===== config.mk =====
export PLATFORM = sky130hd
export DESIGN_NAME = ocrb_opamp_control_register_bank
export DESIGN_NICKNAME = d
export VERILOG_FILES = /design/src/ocrb_pkg.sv /design/src/ocrb_opamp_control_register_bank.sv
export SDC_FILE = /design/constraint.sdc
export NUM_CORES = 1
export LEC_CHECK = 0
export ABC_AREA = 1
export BUFFER_PORTS_ARGS = -buffer_cell sky130_fd_sc_hd__buf_2
export CORE_MARGIN = 5
export CORE_UTILIZATION = 46
export CTS_CLUSTER_SIZE = 16
export DETAILED_ROUTE_END_ITERATION = 6
export GPL_TIMING_DRIVEN = 0
export PLACE_DENSITY = 0.76
export SLEW_MARGIN = 0
export SYNTH_ARGS = -nofsm -noshare
export SYNTH_HDL_FRONTEND = slang
export SYNTH_SLANG_ARGS = --single-unit

===== constraint.sdc =====
create_clock -name aclk -period 1.9 [get_ports aclk]
set_clock_uncertainty 0.2 [all_clocks]
set_input_delay 0.285 -clock aclk [delete_from_list [all_inputs] [get_ports aclk]]
set_output_delay 0.285 -clock aclk [all_outputs]
set_load 0.05 [all_outputs]

===== src/ocrb_pkg.sv =====
`default_nettype none
package ocrb_pkg;
  // ---------------------------------------------------------------
  // register map: printed offsets are indices, byte address = 4 * index
  // ---------------------------------------------------------------
  localparam logic [9:0] OCRB_AMP0_CONTROL_A_IDX = 10'h0C0;
  localparam logic [9:0] OCRB_AMP0_CONTROL_B_IDX = 10'h0C1;
  localparam logic [9:0] OCRB_AMP1_CONTROL_A_IDX = 10'h0C2;
  localparam logic [9:0] OCRB_AMP1_CONTROL_B_IDX = 10'h0C3;
  localparam logic [9:0] OCRB_AMP2_CONTROL_A_IDX = 10'h0C4;
  localparam logic [9:0] OCRB_AMP2_CONTROL_B_IDX = 10'h0C5;
  localparam int         OCRB_NUM_REGS           = 6;
  localparam logic [7:0] OCRB_CONTROL_RESET      = 8'h00;

  // ---------------------------------------------------------------
  // field positions, control a
  // ---------------------------------------------------------------
  localparam int OCRB_INV_SEL_LSB    = 6;
  localparam int OCRB_NONINV_SEL_LSB = 4;
  localparam int OCRB_SLEW_LSB       = 2;
  localparam int OCRB_ROUTE_LSB      = 0;

  // ---------------------------------------------------------------
  // field positions, control b
  // ---------------------------------------------------------------
  localparam int OCRB_TAP_LSB        = 5;
  localparam int OCRB_FUNC_LSB       = 2;
  localparam int OCRB_EXPOSE_BIT     = 1;
  localparam int OCRB_REVERSE_BIT    = 0;

  // ---------------------------------------------------------------
  // codes
  // ---------------------------------------------------------------
  localparam logic [1:0] OCRB_SLEW_OFF      = 2'h0;
  localparam logic [1:0] OCRB_ROUTE_INT     = 2'h0;
  localparam logic [1:0] OCRB_ROUTE_UPPER   = 2'h1;
  localparam logic [1:0] OCRB_ROUTE_LOWER   = 2'h2;
  localparam logic [2:0] OCRB_FUNC_GENERAL  = 3'h0;
  localparam logic [2:0] OCRB_FUNC_UNITY    = 3'h2;
  localparam logic [2:0] OCRB_FUNC_COMPARE  = 3'h3;
  localparam logic [1:0] OCRB_RESP_OKAY     = 2'h0;
  localparam logic [1:0] OCRB_RESP_SLVERR   = 2'h2;
endpackage : ocrb_pkg
`default_nettype wire

===== src/ocrb_opamp_control_register_bank.sv =====
// The implementer's own choice: the AXI4-Lite register port.
`timescale 1ns/1ns
`default_nettype none
module ocrb_opamp_control_register_bank
  import ocrb_pkg::*;
#(
  parameter int ADDR_WIDTH = 12,
  parameter int NUM_AMPS   = 3
) (
  input  wire logic                      aclk,
  input  wire logic                      aresetn,
  input  wire logic [ADDR_WIDTH-1:0]     s_axi_awaddr,
  input  wire logic                      s_axi_awvalid,
  output var  logic                      s_axi_awready,
  input  wire logic [31:0]               s_axi_wdata,
  input  wire logic [3:0]                s_axi_wstrb,
  input  wire logic                      s_axi_wvalid,
  output var  logic                      s_axi_wready,
  output var  logic [1:0]                s_axi_bresp,
  output var  logic                      s_axi_bvalid,
  input  wire logic                      s_axi_bready,
  input  wire logic [ADDR_WIDTH-1:0]     s_axi_araddr,
  input  wire logic                      s_axi_arvalid,
  output var  logic                      s_axi_arready,
  output var  logic [31:0]               s_axi_rdata,
  output var  logic [1:0]                s_axi_rresp,
  output var  logic                      s_axi_rvalid,
  input  wire logic                      s_axi_rready,
  output var  logic [NUM_AMPS-1:0][3:0]  inverting_input_sel,
  output var  logic [NUM_AMPS-1:0][3:0]  noninverting_input_sel,
  output var  logic [NUM_AMPS-1:0][1:0]  slew_power_sel,
  output var  logic [NUM_AMPS-1:0]       amp_output_hiz,
  output var  logic [NUM_AMPS-1:0]       amp_output_to_pins,
  output var  logic [NUM_AMPS-1:0]       amp_output_to_adc_lower,
  output var  logic [NUM_AMPS-1:0]       amp_output_to_adc_upper,
  output var  logic [NUM_AMPS-1:0]       adc_upper_pin_disconnect,
  output var  logic [NUM_AMPS-1:0][2:0]  feedback_tap_sel,
  output var  logic [NUM_AMPS-1:0][7:0]  amp_function_sel,
  output var  logic [NUM_AMPS-1:0]       inverting_pin_expose,
  output var  logic [NUM_AMPS-1:0]       ladder_reverse,
  output var  logic [NUM_AMPS-1:0][5:0]  diff_gain_x3
);

  // ---------------------------------------------------------------
  // address decode
  // ---------------------------------------------------------------
  function automatic logic [3:0] reg_slot(input logic [ADDR_WIDTH-1:0] addr);
    logic [9:0] idx;
    idx = 10'(addr >> 2);
    if (idx >= OCRB_AMP0_CONTROL_A_IDX && idx <= OCRB_AMP2_CONTROL_B_IDX) begin
      reg_slot = {1'b1, 3'(idx - OCRB_AMP0_CONTROL_A_IDX)};
    end else begin
      reg_slot = 4'h0;
    end
  endfunction : reg_slot

  // gain of the three-amplifier stage, scaled by three to stay integral
  function automatic logic [5:0] gain_x3(input logic [2:0] tap);
    case (tap)
      3'h0:    gain_x3 = 6'h00;
      3'h1:    gain_x3 = 6'h01;
      3'h2:    gain_x3 = 6'h03;
      3'h3:    gain_x3 = 6'h05;
      3'h4:    gain_x3 = 6'h09;
      3'h5:    gain_x3 = 6'h0D;
      3'h6:    gain_x3 = 6'h15;
      default: gain_x3 = 6'h2D;
    endcase
  endfunction : gain_x3

  // ---------------------------------------------------------------
  // bus state
  // ---------------------------------------------------------------
  logic [7:0]            ctl_reg [OCRB_NUM_REGS];
  logic [7:0]            ctl_next [OCRB_NUM_REGS];
  logic [ADDR_WIDTH-1:0] awaddr_reg;
  logic                  aw_held_reg;
  logic [7:0]            wbyte_reg;
  logic                  wlane_reg;
  logic                  w_held_reg;

  wire       aw_take   = s_axi_awvalid && s_axi_awready;
  wire       w_take    = s_axi_wvalid && s_axi_wready;
  wire       ar_take   = s_axi_arvalid && s_axi_arready;
  wire       wr_fire   = aw_held_reg && w_held_reg && !s_axi_bvalid;
  wire [3:0] wr_slot   = reg_slot(awaddr_reg);
  wire [3:0] rd_slot   = reg_slot(s_axi_araddr);
  wire       wr_commit = wr_fire && wr_slot[3] && wlane_reg;
  wire [7:0] rd_byte   = rd_slot[3] ? ctl_reg[rd_slot[2:0]] : 8'h00;

  always_comb begin
    for (int i = 0; i < OCRB_NUM_REGS; i++) begin
      ctl_next[i] = (wr_commit && wr_slot[2:0] == 3'(i)) ? wbyte_reg : ctl_reg[i];
    end
  end

  always_ff @(posedge aclk) begin
    if (!aresetn) begin
      aw_held_reg <= 1'b0;
      w_held_reg  <= 1'b0;
      awaddr_reg  <= '0;
      wbyte_reg   <= 8'h00;
      wlane_reg   <= 1'b0;
    end else begin
      if (aw_take) begin
        aw_held_reg <= 1'b1;
        awaddr_reg  <= s_axi_awaddr;
      end else if (wr_fire) begin
        aw_held_reg <= 1'b0;
      end
      if (w_take) begin
        w_held_reg <= 1'b1;
        wbyte_reg  <= s_axi_wdata[7:0];
        wlane_reg  <= s_axi_wstrb[0];
      end else if (wr_fire) begin
        w_held_reg <= 1'b0;
      end
    end
  end

  // ready flags are registered so the outputs come straight from flops
  always_ff @(posedge aclk) begin
    if (!aresetn) begin
      s_axi_awready <= 1'b0;
      s_axi_wready  <= 1'b0;
      s_axi_arready <= 1'b0;
    end else begin
      s_axi_awready <= !aw_held_reg && !aw_take && !wr_fire;
      s_axi_wready  <= !w_held_reg && !w_take && !wr_fire;
      s_axi_arready <= !s_axi_rvalid && !ar_take;
    end
  end

  always_ff @(posedge aclk) begin
    if (!aresetn) begin
      s_axi_bvalid <= 1'b0;
      s_axi_bresp  <= OCRB_RESP_OKAY;
    end else if (wr_fire) begin
      s_axi_bvalid <= 1'b1;
      s_axi_bresp  <= wr_slot[3] ? OCRB_RESP_OKAY : OCRB_RESP_SLVERR;
    end else if (s_axi_bready) begin
      s_axi_bvalid <= 1'b0;
    end
  end

  // read path only looks at the stored bytes; nothing is cleared on read
  always_ff @(posedge aclk) begin
    if (!aresetn) begin
      s_axi_rvalid <= 1'b0;
      s_axi_rdata  <= 32'h0000_0000;
      s_axi_rresp  <= OCRB_RESP_OKAY;
    end else if (ar_take) begin
      s_axi_rvalid <= 1'b1;
      s_axi_rdata  <= {24'h00_0000, rd_byte};
      s_axi_rresp  <= rd_slot[3] ? OCRB_RESP_OKAY : OCRB_RESP_SLVERR;
    end else if (s_axi_rready) begin
      s_axi_rvalid <= 1'b0;
    end
  end

  always_ff @(posedge aclk) begin
    for (int i = 0; i < OCRB_NUM_REGS; i++) begin
      if (!aresetn) begin
        ctl_reg[i] <= OCRB_CONTROL_RESET;
      end else begin
        ctl_reg[i] <= ctl_next[i];
      end
    end
  end

  // ---------------------------------------------------------------
  // per-amplifier decode, from the next register values
  // ---------------------------------------------------------------
  genvar g;
  generate
    for (g = 0; g < NUM_AMPS; g++) begin : g_amp
      wire [7:0] ca     = ctl_next[2*g];
      wire [7:0] cb     = ctl_next[2*g+1];
      wire [1:0] inv    = ca[OCRB_INV_SEL_LSB +: 2];
      wire [1:0] ninv   = ca[OCRB_NONINV_SEL_LSB +: 2];
      wire [1:0] slew   = ca[OCRB_SLEW_LSB +: 2];
      wire [1:0] route  = ca[OCRB_ROUTE_LSB +: 2];
      wire [2:0] tap    = cb[OCRB_TAP_LSB +: 3];
      wire [2:0] func   = cb[OCRB_FUNC_LSB +: 3];
      wire       on     = slew != OCRB_SLEW_OFF;
      wire       gp     = func == OCRB_FUNC_GENERAL;
      // routing is ignored while the amplifier is off
      wire       pins   = on && (gp || route == OCRB_ROUTE_UPPER || route == OCRB_ROUTE_LOWER);
      wire       low    = on && (gp ? !route[0] : route == OCRB_ROUTE_LOWER);
      wire       high   = on && (gp ? route[0] : route[0]);
      wire       disc   = on && !gp && route == 2'h3;
      // ladder is isolated in general-purpose and plain unity-buffer functions
      wire       ladder = !gp && func != OCRB_FUNC_UNITY;

      always_ff @(posedge aclk) begin
        if (!aresetn) begin
          inverting_input_sel[g]      <= 4'h1;
          noninverting_input_sel[g]   <= 4'h1;
          slew_power_sel[g]           <= 2'h0;
          amp_output_hiz[g]           <= 1'b1;
          amp_output_to_pins[g]       <= 1'b0;
          amp_output_to_adc_lower[g]  <= 1'b0;
          amp_output_to_adc_upper[g]  <= 1'b0;
          adc_upper_pin_disconnect[g] <= 1'b0;
          feedback_tap_sel[g]         <= 3'h0;
          amp_function_sel[g]         <= 8'h01;
          inverting_pin_expose[g]     <= 1'b0;
          ladder_reverse[g]           <= 1'b0;
          diff_gain_x3[g]             <= 6'h00;
        end else begin
          inverting_input_sel[g]      <= 4'h1 << inv;
          noninverting_input_sel[g]   <= 4'h1 << ninv;
          slew_power_sel[g]           <= slew;
          amp_output_hiz[g]           <= !on;
          amp_output_to_pins[g]       <= pins;
          amp_output_to_adc_lower[g]  <= low;
          amp_output_to_adc_upper[g]  <= high;
          adc_upper_pin_disconnect[g] <= disc;
          feedback_tap_sel[g]         <= tap;
          amp_function_sel[g]         <= 8'h01 << func;
          inverting_pin_expose[g]     <= cb[OCRB_EXPOSE_BIT] && ladder;
          ladder_reverse[g]           <= cb[OCRB_REVERSE_BIT] && func == OCRB_FUNC_COMPARE;
          diff_gain_x3[g]             <= gain_x3(tap);
        end
      end
    end
  endgenerate
endmodule : ocrb_opamp_control_register_bank
`default_nettype wire


==> impl_metrics.yaml <==
final_layout:
  finalInstanceArea_mm2: 0.00978
  max_ffs_per_register: 39
  num_antenna_cells: 0
  area_delta_synth_final_pct: 47.9
  fraction_of_layout_cells_with_a_size_suffix_above_1: 0.430
  layoutNonFillerInstCount: 1306
  nets: 1180
  finalCoreUtilization: 0.699
power:
  cellPowerDensity_mw_per_mm2: 802
  report.power.total_w: 0.00784
  power.static_leakage_nw: 4.74
  peakVddDrop_mv: 0.567
global_route:
  grt_util_all_layers: 0.230
  grt_antenna_before_repair: 0
  number_of_global_route_vias_before_repair: 6001
  grt_start_max_net_pins: 17
  grt_first_pass_wirelength_um: 30200
  globalRouteOverflowTotal: 0
drt:
  drc_errors: 0
  routed-via-count: 6509
  drt_first_iter_violations: 581
  vias_per_std_cell: 4.98
  drt-wirelength-per-cell_um: 16.2
  detail_route.wirelength_um: 21100
  final_antenna_net_count: 0
  dr.pass1.iters: 5
logic_synthesis:
  synth-warning-count: 0
  syn-cell-area_mm2: 0.00661
  seq_area_frac_synth: 0.518
  yosys.cell_types.count: 40
  synthCells: 841
  syn_area_per_cell_um2: 7.86
  flop_and_latch_count_out_of_synthesis: 171
min_path:
  worst_hold_path_type: "input port to flop"
  holdPathStages: 4
floorplanning:
  design.core.area_mm2: 0.0140
  die_y_um: 130
  floorplan.die_area_mm2: 0.0169
  design.portCount: 210
  initial_core_util: 0.473
  dieWidth_um: 130
  num_rows: 43
critical_path:
  crit_path_max_fanout: 6
  crit_required_ps: 2030
  critPathKind: "flop to flop"
  critical_path.endpoint_type: "flop"
  start_kind: "flop"
  critical_path_arrival_ps: 2300
  worst-r2r-cell-count: 13
clock_network:
  cts.sinks: 171
  clkSlewWorstSetupHoldPaths_ps: 60
  tritoncts_clock_tree: "built"
  htree_num_levels: 4
  clock_root_buffer: "sky130_fd_sc_hd__clkbuf_16"
  clock_insertion_delay_worst_skew_ps: 440
  numCtsBuffers: 17
  clock_buffer_depth: 2
placed_design:
  dpl_worst_slack_ps: -538
  placed_inst_area_mm2: 0.00772
  placedCellCount: 1197
  port-buffer-count: 151
  detailed_place_hpwl_um: 13600
  gp_routability_congestion: 0.937
timing:
  timing.max_slew.rel_slack: 0.401
  setup_viol: 117
  final-hold-violation-count: 0
  worst_slack_ps: -270
  achievable-frequency_mhz: 461
  post-route-min-period_ps: 2170
  final.period_utilization: 1.14
  worstMarginPinSlew_ps: 898
  timing_max_transition_violations_final: 0
  rsz0062_at_grt: "true"
outcome:
  violations_in_the_final_reports: "setup timing"
  run_status: "finished, violations left"
run:
  maxCapViolations: 0
-- stage by stage --
stage	TNS (ps)	hold slack, ps
final	-16980	99.1
after global routing	-25990	146
after floorplan	-5.34	211
after global placement	-20230	232
after detailed placement	-23570	243
after CTS	-9070	87.4
-- cell type report --
| type | count | area (um^2) |
|---|---|---|
| plain buffers | 64 | 440 |
| well taps | 180 | 225 |
| fillers | 1045 | 4210 |
| inverters | 93 | 354 |
| flip-flops and latches | 171 | 3440 |
| repair buffers | 228 | 1520 |
| multi-input cells | 538 | 3190 |
| clock buffers | 19 | 443 |
| clock inverters | 13 | 166 |
-- cells in the final DEF (no fill, tap or decap), drive strengths merged --
cell type	count
nand2	209
bufinv	3
nor4	1
dlygate4sd3	22
or2	2
buf	254
inv	95
nor2	125
a31oi	1
and3	2
nand3	35
nor3	20
o211ai	4
clkinvlp	3
conb	26
nand4	3
dfxtp	171
o21ai	50
o21bai	3
nand3b	2
and2	3
a21boi	1
clkbuf	35
nor3b	1
a21oi	50
clkinv	5
-- where the power goes --
group	switching (W)	internal, W
clock network	0.00148	0.00211
registers	0.0000489	0.00363
logic	0.000393	0.000177
total	0.00192	0.00592
-- cells by family (layout without fill, tap and decap cells) --
kind of cell	Yosys count	count (layout)	synth area share
other	1	26	0.000567
AO/OA/AOI/OAI	109	109	0.0939
flip-flops	171	171	0.518
buffers and inverters	157	417	0.118
AND/OR/NAND/NOR	403	403	0.270
-- metal layers --
layer | GRT usage | part of all wire | vias up
met5 | 0 | 0 | -
met4 | 0.0813 | 0.032 | 0
met3 | 0.0741 | 0.095 | 60
met2 | 0.375 | 0.48 | 337
met1 | 0.289 | 0.40 | 3003
li1 | - | - | 3109
-- what timing repair did --
action                                 4_1_cts  5_1_grt
gates cloned                                 4        1
buffers inserted                            28       24
hold buffers                                22        0
resized for setup                          106      122
pin swaps                                   22       35
endpoints found under the hold margin       22        0
setup endpoints to repair                  128      139
-- final timing paths --
kind / from / to / slack (ps)
worst max register to register: awaddr_reg[11] / noninverting_input_sel[4] / -270
worst min-delay path: s_axi_awvalid / awaddr_reg[11] / 100
worst min register to register: w_held_reg / s_axi_wready / 240
worst max-delay path: awaddr_reg[11] / noninverting_input_sel[4] / -270
-- worst max-delay path, cell delays in order (launching register included) --
cell and delay, ps:
sky130_fd_sc_hd__dfxtp_2 320, sky130_fd_sc_hd__inv_2 70, sky130_fd_sc_hd__nand3b_4 100, sky130_fd_sc_hd__buf_12 140, sky130_fd_sc_hd__nor2_8 200, sky130_fd_sc_hd__buf_4 170, sky130_fd_sc_hd__nand3_4 70, sky130_fd_sc_hd__nor2_4 170
sky130_fd_sc_hd__buf_6 140, sky130_fd_sc_hd__nor2_1 50, sky130_fd_sc_hd__a21oi_2 140, sky130_fd_sc_hd__inv_1 100, sky130_fd_sc_hd__nor2_2 120, sky130_fd_sc_hd__nor2_1 60
-- cells in the mapped netlist --
cell type | n | share of area
sky130_fd_sc_hd__nand3_4 | 1 | 0.0026
sky130_fd_sc_hd__a21oi_1 | 45 | 0.034
sky130_fd_sc_hd__or2_2 | 2 | 0.0019
sky130_fd_sc_hd__inv_2 | 10 | 0.0057
sky130_fd_sc_hd__a31oi_1 | 1 | 0.00095
sky130_fd_sc_hd__nor2_4 | 4 | 0.0068
sky130_fd_sc_hd__o21bai_1 | 3 | 0.0034
sky130_fd_sc_hd__nand2_2 | 4 | 0.0038
sky130_fd_sc_hd__o211ai_2 | 1 | 0.0019
sky130_fd_sc_hd__clkinv_1 | 1 | 0.00057
sky130_fd_sc_hd__o21ai_0 | 31 | 0.023
sky130_fd_sc_hd__conb_1 | 1 | 0.00057
sky130_fd_sc_hd__buf_6 | 4 | 0.0068
sky130_fd_sc_hd__nor3_2 | 1 | 0.0015
sky130_fd_sc_hd__and2_1 | 3 | 0.0028
sky130_fd_sc_hd__nor3b_1 | 1 | 0.0011
sky130_fd_sc_hd__a21boi_1 | 1 | 0.0011
sky130_fd_sc_hd__nand3_1 | 29 | 0.022
sky130_fd_sc_hd__o211ai_1 | 3 | 0.0034
sky130_fd_sc_hd__inv_1 | 82 | 0.047
sky130_fd_sc_hd__clkbuf_1 | 15 | 0.0085
sky130_fd_sc_hd__buf_1 | 2 | 0.0011
sky130_fd_sc_hd__nor3_1 | 19 | 0.014
sky130_fd_sc_hd__nand2_1 | 205 | 0.12
sky130_fd_sc_hd__buf_2 | 1 | 0.00076
sky130_fd_sc_hd__nand3b_4 | 1 | 0.0030
sky130_fd_sc_hd__nand4_1 | 2 | 0.0019
sky130_fd_sc_hd__buf_4 | 42 | 0.048
sky130_fd_sc_hd__o21ai_1 | 11 | 0.0083
sky130_fd_sc_hd__a21oi_2 | 5 | 0.0066
sky130_fd_sc_hd__nor2_8 | 2 | 0.0061
sky130_fd_sc_hd__nand4_4 | 1 | 0.0032
sky130_fd_sc_hd__nor2_1 | 114 | 0.065
sky130_fd_sc_hd__and3_1 | 2 | 0.0019
sky130_fd_sc_hd__nor4_2 | 1 | 0.0019
sky130_fd_sc_hd__nand3b_2 | 1 | 0.0017
sky130_fd_sc_hd__dfxtp_1 | 171 | 0.52
sky130_fd_sc_hd__o21ai_2 | 8 | 0.011
sky130_fd_sc_hd__nand3_2 | 5 | 0.0076
sky130_fd_sc_hd__nor2_2 | 5 | 0.0047
(Power assumes the default switching activity.)
